### src/shared/ocp_pkg.sv
// How it works
// RULE_01: Zero duty with non-zero period keeps the output low all period.
// RULE_02: Duty above period keeps the output high all period.
// RULE_03: Equal non-zero duty and period give one low count, then high again.
// RULE_04: Sleep freezes the channel, holding the output level it had.
// RULE_05: After wake the channel resumes from its frozen state, no reconfiguration.
// RULE_06: Fault mode in sleep still detects faults, tri-states output, sets fault flag.
// RULE_07: Fault interrupt raised during sleep is held pending until wake.
// RULE_08: With idle halt set, idle stops the channel exactly like sleep.
// RULE_09: With idle halt clear, idle runs only if the selected timer runs.
// RULE_10: Enabled fault inputs keep control of the output in sleep and idle.
// RULE_11: Doze behaves exactly like normal operation.
// RULE_12: Peripheral clock gate ignores register writes and reads return zero.
// RULE_13: Enabled channel owns the pin direction, overriding the port direction.
// RULE_14: Disabled channel hands pin level and direction back to port latch.
// RULE_15: Fault mode never changes the fault pin direction.
// RULE_16: Fault input A serves channels one to four, input B channel five.
// RULE_17: Software keeps timer 32-bit concatenation off for a compare time base.
// RULE_18: Shadow duty copies into active duty only at a period match.
// RULE_19: Fault flag is read-only; clears after fault removal and mode rewrite.
// RULE_20: Period value N gives N plus one time-base counts.
// RULE_21: A detected fault sets the channel interrupt flag.
// RULE_22: Output level updates on the clock from registered compare results.
package ocp_pkg;
	localparam int unsigned ADDR_W   = 4;
	localparam logic [3:0]  CTRL_OFS = 4'h0;
	localparam logic [3:0]  DUTY_OFS = 4'h4;
	localparam logic [3:0]  SHAD_OFS = 4'h8;
	localparam int unsigned IDLE_BIT = 13;
	localparam int unsigned FLT_BIT  = 4;
	localparam int unsigned TSEL_BIT = 3;
	localparam logic [2:0]  MODE_OFF = 3'h0;
	localparam logic [2:0]  MODE_PWM = 3'h6;
	localparam logic [2:0]  MODE_FLT = 3'h7;
	localparam logic [15:0] DUTY_RST = 16'h0000;
	localparam logic [1:0]  RESP_OK  = 2'h0;
	localparam logic [1:0]  RESP_ERR = 2'h2;
	localparam int unsigned FLT_B_CH = 5;

	typedef struct packed {
		logic [15:0] count;
		logic [15:0] period;
		logic        idle_halt;
	} ocp_tmr_t;

	typedef struct packed {
		logic level;
		logic oe;
	} ocp_pin_t;
endpackage : ocp_pkg

### src/ocp_pwm_chan.sv
// The AXI4-Lite register port and the register offsets were chosen for this implementation.
`timescale 1ns/1ps
module ocp_pwm_chan #(
	parameter int unsigned CHAN_NUM = 1
) (
	input  wire logic                       aclk,
	input  wire logic                       aresetn,
	input  wire logic [ocp_pkg::ADDR_W-1:0] s_axi_awaddr,
	input  wire logic                       s_axi_awvalid,
	output logic                            s_axi_awready,
	input  wire logic [31:0]                s_axi_wdata,
	input  wire logic [3:0]                 s_axi_wstrb,
	input  wire logic                       s_axi_wvalid,
	output logic                            s_axi_wready,
	output logic [1:0]                      s_axi_bresp,
	output logic                            s_axi_bvalid,
	input  wire logic                       s_axi_bready,
	input  wire logic [ocp_pkg::ADDR_W-1:0] s_axi_araddr,
	input  wire logic                       s_axi_arvalid,
	output logic                            s_axi_arready,
	output logic [31:0]                     s_axi_rdata,
	output logic [1:0]                      s_axi_rresp,
	output logic                            s_axi_rvalid,
	input  wire logic                       s_axi_rready,
	input  wire ocp_pkg::ocp_tmr_t          tmr_a,
	input  wire ocp_pkg::ocp_tmr_t          tmr_b,
	input  wire logic                       sleep_mode,
	input  wire logic                       idle_mode,
	input  wire logic                       peripheral_clock_gate,
	input  wire logic                       port_latch,
	input  wire logic                       port_direction,
	input  wire logic                       fault_in_a_n,
	input  wire logic                       fault_in_b_n,
	output ocp_pkg::ocp_pin_t               compare_out_pin,
	output logic                            fault_seen_flag,
	output logic                            channel_irq_flag
);
	logic [3:0]  awaddr_q;
	logic [15:0] wdata_q;
	logic [1:0]  wstrb_q;
	logic        wr_fire;
	logic        wr_hit;
	logic        gate;
	logic        idle_halt_ctl_q;
	logic        tsel_q;
	logic [2:0]  compare_mode_sel_q;
	logic [15:0] duty_compare_reg_q;
	logic [15:0] duty_shadow_reg_q;
	logic        mode_wr;
	logic        pwm_mode;
	ocp_pkg::ocp_tmr_t tmr;
	logic        halt;
	logic        run;
	logic [15:0] prev_cnt_q;
	logic        per_hit;
	logic        pwm_q;
	logic [1:0]  flt_n_s1_q;
	logic [1:0]  flt_n_s2_q;
	logic        flt;
	logic        irq_pend_q;

	function automatic logic [15:0] merge(input logic [15:0] old, input logic [15:0] nw,
		input logic [1:0] strb);
		merge = {strb[1] ? nw[15:8] : old[15:8], strb[0] ? nw[7:0] : old[7:0]};
	endfunction : merge

	function automatic logic [15:0] ctrl_view(input logic ih, input logic fl, input logic ts,
		input logic [2:0] md);
		ctrl_view = '0;
		ctrl_view[ocp_pkg::IDLE_BIT] = ih;
		ctrl_view[ocp_pkg::FLT_BIT] = fl;
		ctrl_view[ocp_pkg::TSEL_BIT] = ts;
		ctrl_view[2:0] = md;
	endfunction : ctrl_view

	assign gate = peripheral_clock_gate;
	assign pwm_mode = (compare_mode_sel_q == ocp_pkg::MODE_PWM) ||
		(compare_mode_sel_q == ocp_pkg::MODE_FLT);
	assign tmr = tsel_q ? tmr_b : tmr_a;
	// Doze only slows the CPU, so it is not an input here at all [RULE_11]
	assign halt = sleep_mode || (idle_mode && (idle_halt_ctl_q || tmr.idle_halt)); // [RULE_08] [RULE_09]
	assign run = pwm_mode && !halt && !gate; // [RULE_04] [RULE_05]
	// Timer wraps after N, giving N+1 counts; a fresh match is seen once per period [RULE_20]
	assign per_hit = run && (tmr.count == tmr.period) && (tmr.count != prev_cnt_q);
	assign wr_fire = !s_axi_awready && !s_axi_wready && !s_axi_bvalid;
	assign wr_hit = wr_fire && !gate;
	assign mode_wr = wr_hit && (awaddr_q == ocp_pkg::CTRL_OFS) && wstrb_q[0];

	// AXI4-Lite write: address and data taken in either order, response after both
	always_ff @(posedge aclk) begin
		if (!aresetn) begin
			s_axi_awready <= 1'b1;
			s_axi_wready  <= 1'b1;
			s_axi_bvalid  <= 1'b0;
			s_axi_bresp   <= ocp_pkg::RESP_OK;
			awaddr_q      <= '0;
			wdata_q       <= '0;
			wstrb_q       <= '0;
		end else begin
			if (s_axi_awvalid && s_axi_awready) begin
				awaddr_q      <= s_axi_awaddr;
				s_axi_awready <= 1'b0;
			end
			if (s_axi_wvalid && s_axi_wready) begin
				wdata_q      <= s_axi_wdata[15:0];
				wstrb_q      <= s_axi_wstrb[1:0];
				s_axi_wready <= 1'b0;
			end
			if (wr_fire) begin
				s_axi_bvalid <= 1'b1;
				s_axi_bresp  <= (awaddr_q == ocp_pkg::CTRL_OFS || awaddr_q == ocp_pkg::DUTY_OFS ||
					awaddr_q == ocp_pkg::SHAD_OFS) ? ocp_pkg::RESP_OK : ocp_pkg::RESP_ERR;
			end
			if (s_axi_bvalid && s_axi_bready) begin
				s_axi_bvalid  <= 1'b0;
				s_axi_awready <= 1'b1;
				s_axi_wready  <= 1'b1;
			end
		end
	end

	// AXI4-Lite read; a gated module answers zero
	always_ff @(posedge aclk) begin
		if (!aresetn) begin
			s_axi_arready <= 1'b1;
			s_axi_rvalid  <= 1'b0;
			s_axi_rdata   <= '0;
			s_axi_rresp   <= ocp_pkg::RESP_OK;
		end else begin
			if (s_axi_arvalid && s_axi_arready) begin
				s_axi_arready <= 1'b0;
				s_axi_rvalid  <= 1'b1;
				s_axi_rresp   <= ocp_pkg::RESP_OK;
				s_axi_rdata   <= '0;
				if (gate) begin
					s_axi_rdata <= '0; // [RULE_12]
				end else begin
					case (s_axi_araddr)
						ocp_pkg::CTRL_OFS: s_axi_rdata <= {16'h0000, ctrl_view(idle_halt_ctl_q,
							fault_seen_flag, tsel_q, compare_mode_sel_q)};
						ocp_pkg::DUTY_OFS: s_axi_rdata <= {16'h0000, duty_compare_reg_q};
						ocp_pkg::SHAD_OFS: s_axi_rdata <= {16'h0000, duty_shadow_reg_q};
						default:           s_axi_rresp <= ocp_pkg::RESP_ERR;
					endcase
				end
			end
			if (s_axi_rvalid && s_axi_rready) begin
				s_axi_rvalid  <= 1'b0;
				s_axi_arready <= 1'b1;
			end
		end
	end

	// Control fields; gated writes are dropped [RULE_12]
	always_ff @(posedge aclk) begin
		if (!aresetn) begin
			idle_halt_ctl_q    <= 1'b0;
			tsel_q             <= 1'b0;
			compare_mode_sel_q <= ocp_pkg::MODE_OFF;
		end else if (wr_hit && awaddr_q == ocp_pkg::CTRL_OFS) begin
			if (wstrb_q[1]) begin
				idle_halt_ctl_q <= wdata_q[ocp_pkg::IDLE_BIT];
			end
			if (wstrb_q[0]) begin
				tsel_q             <= wdata_q[ocp_pkg::TSEL_BIT];
				compare_mode_sel_q <= wdata_q[2:0];
			end
		end
	end

	// Duty is double buffered so a mid-period write cannot glitch the pin
	always_ff @(posedge aclk) begin
		if (!aresetn) begin
			duty_compare_reg_q <= ocp_pkg::DUTY_RST;
			duty_shadow_reg_q  <= ocp_pkg::DUTY_RST;
		end else begin
			if (wr_hit && awaddr_q == ocp_pkg::SHAD_OFS) begin
				duty_shadow_reg_q <= merge(duty_shadow_reg_q, wdata_q, wstrb_q);
			end
			if (per_hit) begin
				duty_compare_reg_q <= duty_shadow_reg_q; // [RULE_18]
			end else if (wr_hit && awaddr_q == ocp_pkg::DUTY_OFS && !pwm_mode) begin
				duty_compare_reg_q <= merge(duty_compare_reg_q, wdata_q, wstrb_q);
			end
		end
	end

	// One compare covers zero, full and equal duty: high while count below duty
	always_ff @(posedge aclk) begin
		if (!aresetn) begin
			prev_cnt_q <= '0;
			pwm_q      <= 1'b0;
		end else if (run) begin
			prev_cnt_q <= tmr.count;
			pwm_q <= (duty_compare_reg_q != 16'h0000) && (tmr.count < duty_compare_reg_q); // [RULE_01] [RULE_02] [RULE_03] [RULE_22]
		end
	end

	// Fault pins are only read, never driven [RULE_15]
	always_ff @(posedge aclk) begin
		if (!aresetn) begin
			flt_n_s1_q <= 2'h3;
			flt_n_s2_q <= 2'h3;
		end else begin
			flt_n_s1_q <= {fault_in_b_n, fault_in_a_n};
			flt_n_s2_q <= flt_n_s1_q;
		end
	end

	// Fault watch ignores halt so it keeps working in sleep and idle [RULE_06] [RULE_10]
	assign flt = !gate && (compare_mode_sel_q == ocp_pkg::MODE_FLT) &&
		!((CHAN_NUM == ocp_pkg::FLT_B_CH) ? flt_n_s2_q[1] : flt_n_s2_q[0]); // [RULE_16]

	// Set beats clear; clear needs fault gone plus a mode write [RULE_19]
	always_ff @(posedge aclk) begin
		if (!aresetn) begin
			fault_seen_flag <= 1'b0;
		end else if (flt) begin
			fault_seen_flag <= 1'b1; // [RULE_06]
		end else if (mode_wr) begin
			fault_seen_flag <= 1'b0;
		end
	end

	// Interrupt waits while asleep and is delivered on wake [RULE_07] [RULE_21]
	always_ff @(posedge aclk) begin
		if (!aresetn) begin
			irq_pend_q       <= 1'b0;
			channel_irq_flag <= 1'b0;
		end else begin
			channel_irq_flag <= irq_pend_q && !sleep_mode;
			if (flt && !fault_seen_flag) begin
				irq_pend_q <= 1'b1;
			end else if (!sleep_mode) begin
				irq_pend_q <= 1'b0;
			end
		end
	end

	always_ff @(posedge aclk) begin
		if (!aresetn) begin
			compare_out_pin <= '0;
		end else if (compare_mode_sel_q == ocp_pkg::MODE_OFF) begin
			compare_out_pin.level <= port_latch; // [RULE_14]
			compare_out_pin.oe    <= !port_direction;
		end else begin
			compare_out_pin.oe <= !flt; // [RULE_13] [RULE_06]
			if (run) begin
				compare_out_pin.level <= pwm_q; // [RULE_22]
			end
		end
	end

	a_zero_duty_low: assert property (@(posedge aclk) disable iff (!aresetn) // [RULE_01]
		run && duty_compare_reg_q == 16'h0000 |=> !pwm_q)
		else $error("zero duty did not give low output");
	a_full_duty_high: assert property (@(posedge aclk) disable iff (!aresetn) // [RULE_02]
		run && duty_compare_reg_q > tmr.period && tmr.count <= tmr.period |=> pwm_q)
		else $error("duty above period did not give high output");
	a_equal_duty_high: assert property (@(posedge aclk) disable iff (!aresetn) // [RULE_03]
		run && duty_compare_reg_q == tmr.period && tmr.period != 16'h0000 &&
		tmr.count < tmr.period |=> pwm_q)
		else $error("equal duty output low outside the last count");
	a_sleep_level_hold: assert property (@(posedge aclk) disable iff (!aresetn) // [RULE_04]
		sleep_mode && compare_mode_sel_q != ocp_pkg::MODE_OFF ##1 sleep_mode &&
		compare_mode_sel_q != ocp_pkg::MODE_OFF |=> $stable(compare_out_pin.level))
		else $error("output level moved during sleep");
	a_fault_tristate: assert property (@(posedge aclk) disable iff (!aresetn) // [RULE_06]
		flt && compare_mode_sel_q != ocp_pkg::MODE_OFF |=> !compare_out_pin.oe && fault_seen_flag)
		else $error("fault did not tri-state output and set flag");
	a_sleep_irq_hold: assert property (@(posedge aclk) disable iff (!aresetn) // [RULE_07]
		sleep_mode |=> !channel_irq_flag)
		else $error("interrupt raised during sleep");
	a_irq_on_wake: assert property (@(posedge aclk) disable iff (!aresetn) // [RULE_07]
		irq_pend_q && !sleep_mode |=> channel_irq_flag)
		else $error("pending interrupt not delivered on wake");
	a_idle_halt_run: assert property (@(posedge aclk) disable iff (!aresetn) // [RULE_08]
		idle_mode && idle_halt_ctl_q |-> !run)
		else $error("channel ran in idle with idle halt set");
	a_gate_read_zero: assert property (@(posedge aclk) disable iff (!aresetn) // [RULE_12]
		s_axi_arvalid && s_axi_arready && gate |=> s_axi_rvalid && s_axi_rdata == 32'h00000000)
		else $error("gated read returned non-zero");
	a_shadow_load: assert property (@(posedge aclk) disable iff (!aresetn) // [RULE_18]
		per_hit |=> duty_compare_reg_q == $past(duty_shadow_reg_q))
		else $error("shadow duty not loaded at period match");
	// The release edge still loads reset values, so it cannot start an attempt
	a_disabled_pin: assert property (@(posedge aclk) disable iff (!aresetn) // [RULE_14]
		aresetn && compare_mode_sel_q == ocp_pkg::MODE_OFF |=>
		compare_out_pin.level == $past(port_latch) && compare_out_pin.oe == !$past(port_direction))
		else $error("disabled channel did not follow port latch");
	a_gate_write_drop: assert property (@(posedge aclk) disable iff (!aresetn) // [RULE_12]
		wr_fire && gate |=> $stable(duty_shadow_reg_q) && $stable(compare_mode_sel_q))
		else $error("gated write changed a register");
	a_pin_owned: assert property (@(posedge aclk) disable iff (!aresetn) // [RULE_13]
		compare_mode_sel_q != ocp_pkg::MODE_OFF && !flt |=> compare_out_pin.oe)
		else $error("enabled channel did not own the pin");
	a_flag_hold: assert property (@(posedge aclk) disable iff (!aresetn) // [RULE_19]
		fault_seen_flag && !mode_wr |=> fault_seen_flag)
		else $error("fault flag cleared without a mode write");
	a_idle_timer_halt: assert property (@(posedge aclk) disable iff (!aresetn) // [RULE_09]
		idle_mode && tmr.idle_halt |-> !run)
		else $error("channel ran in idle with its timer halted");
	a_irq_one_pulse: assert property (@(posedge aclk) disable iff (!aresetn) // [RULE_21]
		channel_irq_flag |=> !channel_irq_flag)
		else $error("fault interrupt longer than one cycle");
endmodule : ocp_pwm_chan

### config.mk
export PLATFORM = sky130hd
export DESIGN_NAME = ocp_pwm_chan
export DESIGN_NICKNAME = d
export VERILOG_FILES = /design/src/shared/ocp_pkg.sv /design/src/ocp_pwm_chan.sv
export SDC_FILE = /design/constraint.sdc
export NUM_CORES = 1
export LEC_CHECK = 0
export BUFFER_PORTS_ARGS = -buffer_cell sky130_fd_sc_hd__clkbuf_2
export CELL_PAD_IN_SITES_DETAIL_PLACEMENT = 1
export CELL_PAD_IN_SITES_GLOBAL_PLACEMENT = 1
export CORE_MARGIN = 2
export CORE_UTILIZATION = 39
export DETAILED_ROUTE_END_ITERATION = 10
export PLACE_DENSITY_LB_ADDON = 0.1
export SLEW_MARGIN = 30
export SYNTH_ARGS = -nofsm -noshare
export SYNTH_HDL_FRONTEND = slang
export SYNTH_SLANG_ARGS = --single-unit
### constraint.sdc
create_clock -name aclk -period 2.45 [get_ports aclk]
set_input_delay 0.49 -clock aclk [delete_from_list [all_inputs] [get_ports aclk]]
set_output_delay 0.49 -clock aclk [all_outputs]
set_load 0.01 [all_outputs]
==> metrics.log, run 1 <==
INFO  metric final_layout_size_suffix_gt1_frac = 0.282
INFO  metric dr_total_vias = between 5,000 and 6,000
INFO  metric yosys.area_share.adder = 0.0319
INFO  metric critical_path.reg2reg.startpoint = tsel_q
INFO  metric antenna_cells_inserted = 0
INFO  metric synth_edf_count = 0
INFO  metric hold_end = flt_n_s1_q[0]
INFO  metric ff2ff_setup_slack = ~0.14 ns
INFO  metric postSynthCellCount = 655
INFO  metric first_global_vias = 5,275
INFO  metric worstHoldPathType = in2reg
INFO  metric power.static_leakage = around 3.0 nW
INFO  metric worst-slew-pin-transition = ~0.72 ns
INFO  metric grt_pass1_wl = 27,400 um
INFO  metric grt_max_degree = 33
INFO  metric gpl.final_weighted_congestion = approximately 0.81
INFO  metric worst_hold_path.num_cells = 2
INFO  metric report.final.setup_viol = 0
INFO  metric worstHoldStart = fault_in_a_n
INFO  metric async_flop_share = 0
INFO  metric ff2ff_path_depth = 8
INFO  metric initial_utilization = 0.402
INFO  metric placeableCoreArea = 0.0146 sq mm
INFO  metric sequential_share_of_the_synthesized_area = 0.360
INFO  metric finalHoldViolations = 0
INFO  metric synth-xor-area-share = 0.0714
INFO  metric nFillCells = 1,752
INFO  metric worstPathArrival = 2.57 ns
INFO  metric clk_root_buffer_cell = sky130_fd_sc_hd__clkbuf_16
INFO  metric fp.dieW = about 130 um
INFO  metric cpLargestDelayFamily = simple AND/OR/NAND/NOR gates
INFO  metric netlist-cell-type-count = 51
INFO  metric max-vdd-ir-drop = between 0.4 and 0.5 mV
INFO  metric drt-initial-drc-count = 170
INFO  metric timing.critical_path.cells = buf_12 > mux2_4 > xor2_1 > nor4_2 > and4_1 > buf_12 > nor3_1 > nor3b_1
INFO  metric synth_top_family_by_area = simple AND/OR/NAND/NOR gates
INFO  metric timing.critical_path.required = around 2.7 ns
INFO  metric synth-compound-area-share = 0.121
INFO  metric post_synth_and_or_nand_nor_area_fraction = 0.242
INFO  metric cts.clk_slew.worst_paths = 0.07 ns
INFO  metric power.density = roughly 540 mW/mm^2
INFO  metric max_cap_viol_count = 0
INFO  metric timing.final.max_slew_violations = 0
INFO  metric crit_path_frequent_cell = sky130_fd_sc_hd__buf_12
INFO  metric die_height = between 100 and 150 um
INFO  metric grt_setup_unrepaired = no
INFO  metric synthToLayoutAreaGrowth = 20.7%
INFO  metric die-area = around 0.016 sq mm
INFO  metric relSlewSlack = 0.515
INFO  metric postRouteWirelength = 17,200 um
INFO  metric synth-seq-cells = roughly 110
INFO  metric p_total = between 3 and 4 mW
INFO  metric insertion_delay = 0.36 ns
INFO  metric io_pins = 169
INFO  metric site_row_count = between 40 and 50
INFO  metric reg2reg_to = duty_compare_reg_q[8]
INFO  metric cp-start-kind = register
INFO  metric dr.pass1.iters = 4
INFO  metric crit_path_max_fanout = 16
INFO  metric numCtsBuffers = 9
INFO  metric critical_path.slowest_cell = sky130_fd_sc_hd__dfxtp_4
INFO  metric clock_tree.htree_level_count = 3
INFO  metric finish.utilization = 0.485
INFO  metric pre_cts_slack = -0.153 ns
INFO  metric routed_via_count_divided_by_cell_count = about 5.2
INFO  metric nets = 927
INFO  metric crit_buf_inv = 2
INFO  metric period_needed = 2.31 ns
INFO  metric wl_per_cell = 17.7 um
INFO  metric detailedPlacementHpwl = 13,700 um
INFO  metric outcome = complete, no violations
INFO  metric worst_clock_skew = 0.00966 ns
INFO  metric place.port_buffers = around 130
INFO  metric worst_path_largest_cell_delay = ~0.44 ns
INFO  metric synth_mux_area_frac = 0.111
INFO  metric timing.setup.critical_path_class = reg2reg
INFO  metric syn_area_per_cell = 8.99 sq um
INFO  metric endpoint_class_of_the_critical_path = register
INFO  metric crit_path_setup_slack_layout = between 0.1 and 0.15 ns
INFO  metric clkSinkCount = about 110
INFO  metric final_min_period_over_clock_period = 0.941
INFO  metric layout.cells.most_common = sky130_fd_sc_hd__clkbuf_2
INFO  metric layout_common_cells = sky130_fd_sc_hd__clkbuf_2 (131), sky130_fd_sc_hd__dfxtp_1 (105), sky130_fd_sc_hd__nand2_1 (81)
INFO  metric overall_routing_resource_usage = 0.216
INFO  metric fmax = 434 MHz
INFO  metric dominantRegCellSynth = sky130_fd_sc_hd__dfxtp_1
INFO  metric syn_area = ~0.0059 sq mm
INFO  metric antenna_found_initial = 0
INFO  metric clock_tree_from_tritoncts = done
INFO  metric drc = 0
INFO  metric cts_max_path_buffers = 2
INFO  metric globalRouteOverflowTotal = 0
INFO  metric detail-route-antenna-nets = 0
INFO  metric yosysWarnings = 0
## worst max-delay path by stage
| stage | start | slack [ns] | endpoint | cells after the start |
|---|---|---|---|---|
| after floorplan | tmr_b[18] | 0.19 | duty_compare_reg_q[0] | 7 |
| after global placement | tsel_q | -0.008 | duty_compare_reg_q[10] | 8 |
| after detailed placement | tsel_q | -0.15 | duty_compare_reg_q[8] | 8 |
| after CTS | tsel_q | 0.02 | duty_compare_reg_q[8] | 8 |
| after global routing | tsel_q | 0.007 | duty_compare_reg_q[9] | 8 |
| final | tsel_q | 0.14 | duty_compare_reg_q[8] | 8 |
## cell usage after synthesis (20+ instances only)
cell                       count  area (sq um)
sky130_fd_sc_hd__buf_4        20           150
sky130_fd_sc_hd__o21ai_0      20           100
sky130_fd_sc_hd__clkbuf_1     22          82.6
sky130_fd_sc_hd__dfxtp_1     106          2120
sky130_fd_sc_hd__nor2b_1      27           169
sky130_fd_sc_hd__nor2_1       34           128
sky130_fd_sc_hd__mux2_2       23           259
sky130_fd_sc_hd__xor2_1       33           289
sky130_fd_sc_hd__mux2i_1      26           260
sky130_fd_sc_hd__nor3_1       20           100
sky130_fd_sc_hd__a21boi_0     29           218
sky130_fd_sc_hd__nor3b_1      22           165
sky130_fd_sc_hd__nand2_1      81           304
## sequential cells by signal (all words and copies together) (netlist names), 2 cells and up
signal	flops
compare_out_pin	2
awaddr_q	4
duty_compare_reg_q	16
wdata_q	16
duty_shadow_reg_q	16
compare_mode_sel_q	3
s_axi_rdata	16
wstrb_q	2
prev_cnt_q	16
## final cells by class
class	count	area, sq um	share of cell area
Multi-Input combinational cell	499	3470	0.488
Tap cell	184	230	0.0324
Clock buffer	11	253	0.0356
Timing Repair Buffer	154	878	0.124
Clock inverter	5	85.1	0.0120
Inverter	18	67.6	0.00951
Sequential cell	106	2130	0.299
## per-stage QoR
| stage | hold WS [ns] | cell area [sq um] | instances | TNS (ns) |
|---|---|---|---|---|
| final | 0.319 | 7110 | 977 | 0 |
| after global routing | 0.319 | 7110 | 977 | 0 |
| after floorplan | 0.386 | 5950 | 672 | 0 |
| after detailed placement | 0.402 | 6770 | 961 | -1.06 |
| after global placement | 0.396 | 6770 | 961 | -0.0319 |
| after CTS | 0.308 | 7100 | 977 | 0 |
## what timing repair did
item | in CTS | in global routing
pin swaps | 0 | 0
buffers inserted | 0 | 0
endpoints found under the setup margin | 17 | 3
hold buffers | 0 | 0
resized for setup | 1 | 1
## cells by family after synthesis
group / count (synthesis)
mux: 58
xor+xnor: 48
fa+ha+maj: 15
simple gates: 257
flops: 106
compound gates: 103
buf+inv: 67
other cells: 1
## metal layers
| layer | routed length [um] | share of wire | vias to the layer above | track usage |
|---|---|---|---|---|
| met5 | 0 | 0 | - | 0 |
| met4 | 149 | 0.0086 | 0 | 0.0401 |
| li1 | - | - | 2498 | - |
| met3 | 603 | 0.035 | 9 | 0.0401 |
| met2 | 8460 | 0.49 | 90 | 0.373 |
| met1 | 8030 | 0.47 | 2443 | 0.283 |
## report_power, final
group	switching, mW	internal, mW
clock network	0.666	0.957
registers	0.0367	1.75
logic	0.203	0.192
Note: power is estimated with default switching activity, not from simulation.
==> inputs of run 2 (changes only) <==
==> constraint.sdc (replaced) <==
create_clock -name aclk -period 2.45 [get_ports aclk]
set_input_delay 0.1225 -clock aclk [delete_from_list [all_inputs] [get_ports aclk]]
set_output_delay 0.1225 -clock aclk [all_outputs]
set_load 0.01 [all_outputs]
==> run 2 against run 1 <==
Against the previous run: die area unchanged; critical path type unchanged; combinational power is 3% higher; critical endpoint unchanged; via count increased by 2.6%; largest cell class unchanged; highest routed layer unchanged; maximum frequency shrank 0.59%; non-clock buffer count rose by 6; register-to-register slack hardly changed.
==> metrics.log, run 2 (synthesis gave the netlist of run 1 again) <==
INFO  metric outcome = complete, no violations
INFO  metric worst-slew-pin-transition = 0.644 ns
INFO  metric die_height = approximately 130 um
INFO  metric layout.cells.most_common = sky130_fd_sc_hd__clkbuf_2
INFO  metric finalHoldViolations = 0
INFO  metric globalRouteOverflowTotal = 0
INFO  metric first_global_vias = 5,362
INFO  metric max_cap_viol_count = 0
INFO  metric crit_path_setup_slack_layout = roughly 0.13 ns
INFO  metric layout_common_cells = sky130_fd_sc_hd__clkbuf_2 (131), sky130_fd_sc_hd__dfxtp_1 (105), sky130_fd_sc_hd__nand2_1 (81)
INFO  metric detailedPlacementHpwl = between 10,000 and 15,000 um
INFO  metric timing.final.max_slew_violations = 0
INFO  metric initial_utilization = 0.402
INFO  metric final_layout_size_suffix_gt1_frac = 0.283
INFO  metric detail-route-antenna-nets = 0
INFO  metric drc = 0
INFO  metric relSlewSlack = 0.567
INFO  metric die-area = roughly 0.016 sq mm
INFO  metric nets = between 900 and 1,000
INFO  metric antenna_cells_inserted = 0
INFO  metric worstPathArrival = between 2 and 3 ns
INFO  metric crit_path_max_fanout = 8
INFO  metric dr_total_vias = about 5,200
INFO  metric fin_setup_tns = 0 ns
INFO  metric power.static_leakage = just over 3 nW
INFO  metric worstHoldPathType = in2reg
INFO  metric io_pins = 169
INFO  metric clock_tree_from_tritoncts = done
INFO  metric gpl.final_weighted_congestion = around 0.8
INFO  metric final_min_period_over_clock_period = 0.947
INFO  metric endpoint_class_of_the_critical_path = register
INFO  metric dr.pass1.iters = 4
INFO  metric drt-initial-drc-count = 206
INFO  metric postRouteWirelength = around 17,000 um
INFO  metric cts.clk_slew.worst_paths = 0.07 ns
INFO  metric pre_cts_slack = between 0.09 and 0.1 ns
INFO  metric overall_routing_resource_usage = 0.217
INFO  metric power.density = roughly 500 mW/mm^2
INFO  metric numCtsBuffers = 9
INFO  metric grt_setup_unrepaired = no
INFO  metric clock_tree.htree_level_count = 3
INFO  metric timing.critical_path.required = around 2.7 ns
INFO  metric wl_per_cell = roughly 18 um
INFO  metric cp-start-kind = register
INFO  metric cts_max_path_buffers = 2
INFO  metric place.port_buffers = roughly 130
INFO  metric synthToLayoutAreaGrowth = 21.7%
INFO  metric p_total = ~3.6 mW
INFO  metric period_needed = 2.32 ns
INFO  metric fp.dieW = around 130 um
INFO  metric placeableCoreArea = about 0.015 sq mm
INFO  metric routed_via_count_divided_by_cell_count = approximately 5.3
INFO  metric insertion_delay = about 0.35 ns
INFO  metric worst_clock_skew = about 0.008 ns
INFO  metric max-vdd-ir-drop = 0.475 mV
INFO  metric grt_pass1_wl = about 28,000 um
INFO  metric site_row_count = 44
INFO  metric timing.setup.critical_path_class = reg2reg
INFO  metric clkSinkCount = 106
INFO  metric fmax = around 430 MHz
INFO  metric clk_root_buffer_cell = sky130_fd_sc_hd__clkbuf_16
INFO  metric antenna_found_initial = 0
INFO  metric grt_max_degree = 45
INFO  metric report.final.setup_viol = 0
[run 2: cell type report]
cell class	instances	area (sq um)
Clock buffer	10	239
Clock inverter	6	42.5
Fill cell	1774	7480
Inverter	18	67.6
Multi-Input combinational cell	499	3480
Sequential cell	106	2120
Tap cell	184	230
Timing Repair Buffer	160	981
[run 2: repair_timing]
item / 4_1_cts / 5_1_grt
setup endpoints to repair: 0 / 3
buffers inserted: 0 / 2
hold endpoints to repair: 6 / 0
hold buffers: 6 / 0
resized for setup: 0 / 5
[run 2: final timing paths]
| kind | to | slack (ns) | depth (start not counted) | start |
|---|---|---|---|---|
| setup / recovery | duty_compare_reg_q[8] | 0.13 | 9 | tsel_q |
| hold / removal | wdata_q[14] | 0.01 | 3 | s_axi_wdata[14] |
| setup reg to reg | duty_compare_reg_q[8] | 0.13 | 9 | tsel_q |
| hold reg to reg | flt_n_s2_q[0] | 0.43 | 1 | flt_n_s1_q[0] |
[run 2: through the flow]
step	hold WS [ns]	area, sq um	utilization	std cells
2_1_floorplan	0.223	5950	-	672
3_3_place_gp	0.305	6760	0.461	958
3_5_place_dp	0.315	6760	0.461	958
4_1_cts	0.000305	7100	0.485	980
5_1_grt	0.0108	7160	0.489	983
6_report	0.00992	7160	0.489	983
[run 2: per-layer routing]
| layer | routed length [um] | share of wire | global-route usage | vias to the layer above |
|---|---|---|---|---|
| met3 | 833 | 0.048 | 0.0434 | 17 |
| met1 | 7970 | 0.46 | 0.285 | 2526 |
| met2 | 8390 | 0.48 | 0.368 | 108 |
| met5 | 0 | 0 | 0 | - |
| met4 | 266 | 0.015 | 0.0485 | 0 |
| li1 | - | - | - | 2518 |
[run 2: report_power, final]
part | internal [mW] | switching, mW | total [mW] | leakage [nW]
Sequential | 1.75 | 0.0354 | 1.79 | 0.860
Clock | 0.717 | 0.654 | 1.37 | 0.134
Combinational | 0.198 | 0.210 | 0.407 | 2.05
[run 2: worst max-delay path, stage by stage (launching register included)]
cell	delay, ns
sky130_fd_sc_hd__dfxtp_2	0.34
sky130_fd_sc_hd__buf_12	0.13
sky130_fd_sc_hd__buf_12	0.13
sky130_fd_sc_hd__mux2_2	0.39
sky130_fd_sc_hd__xor2_1	0.17
sky130_fd_sc_hd__nor4_2	0.32
sky130_fd_sc_hd__and4_4	0.33
sky130_fd_sc_hd__buf_12	0.14
sky130_fd_sc_hd__nor3_1	0.06
sky130_fd_sc_hd__nor3b_1	0.21
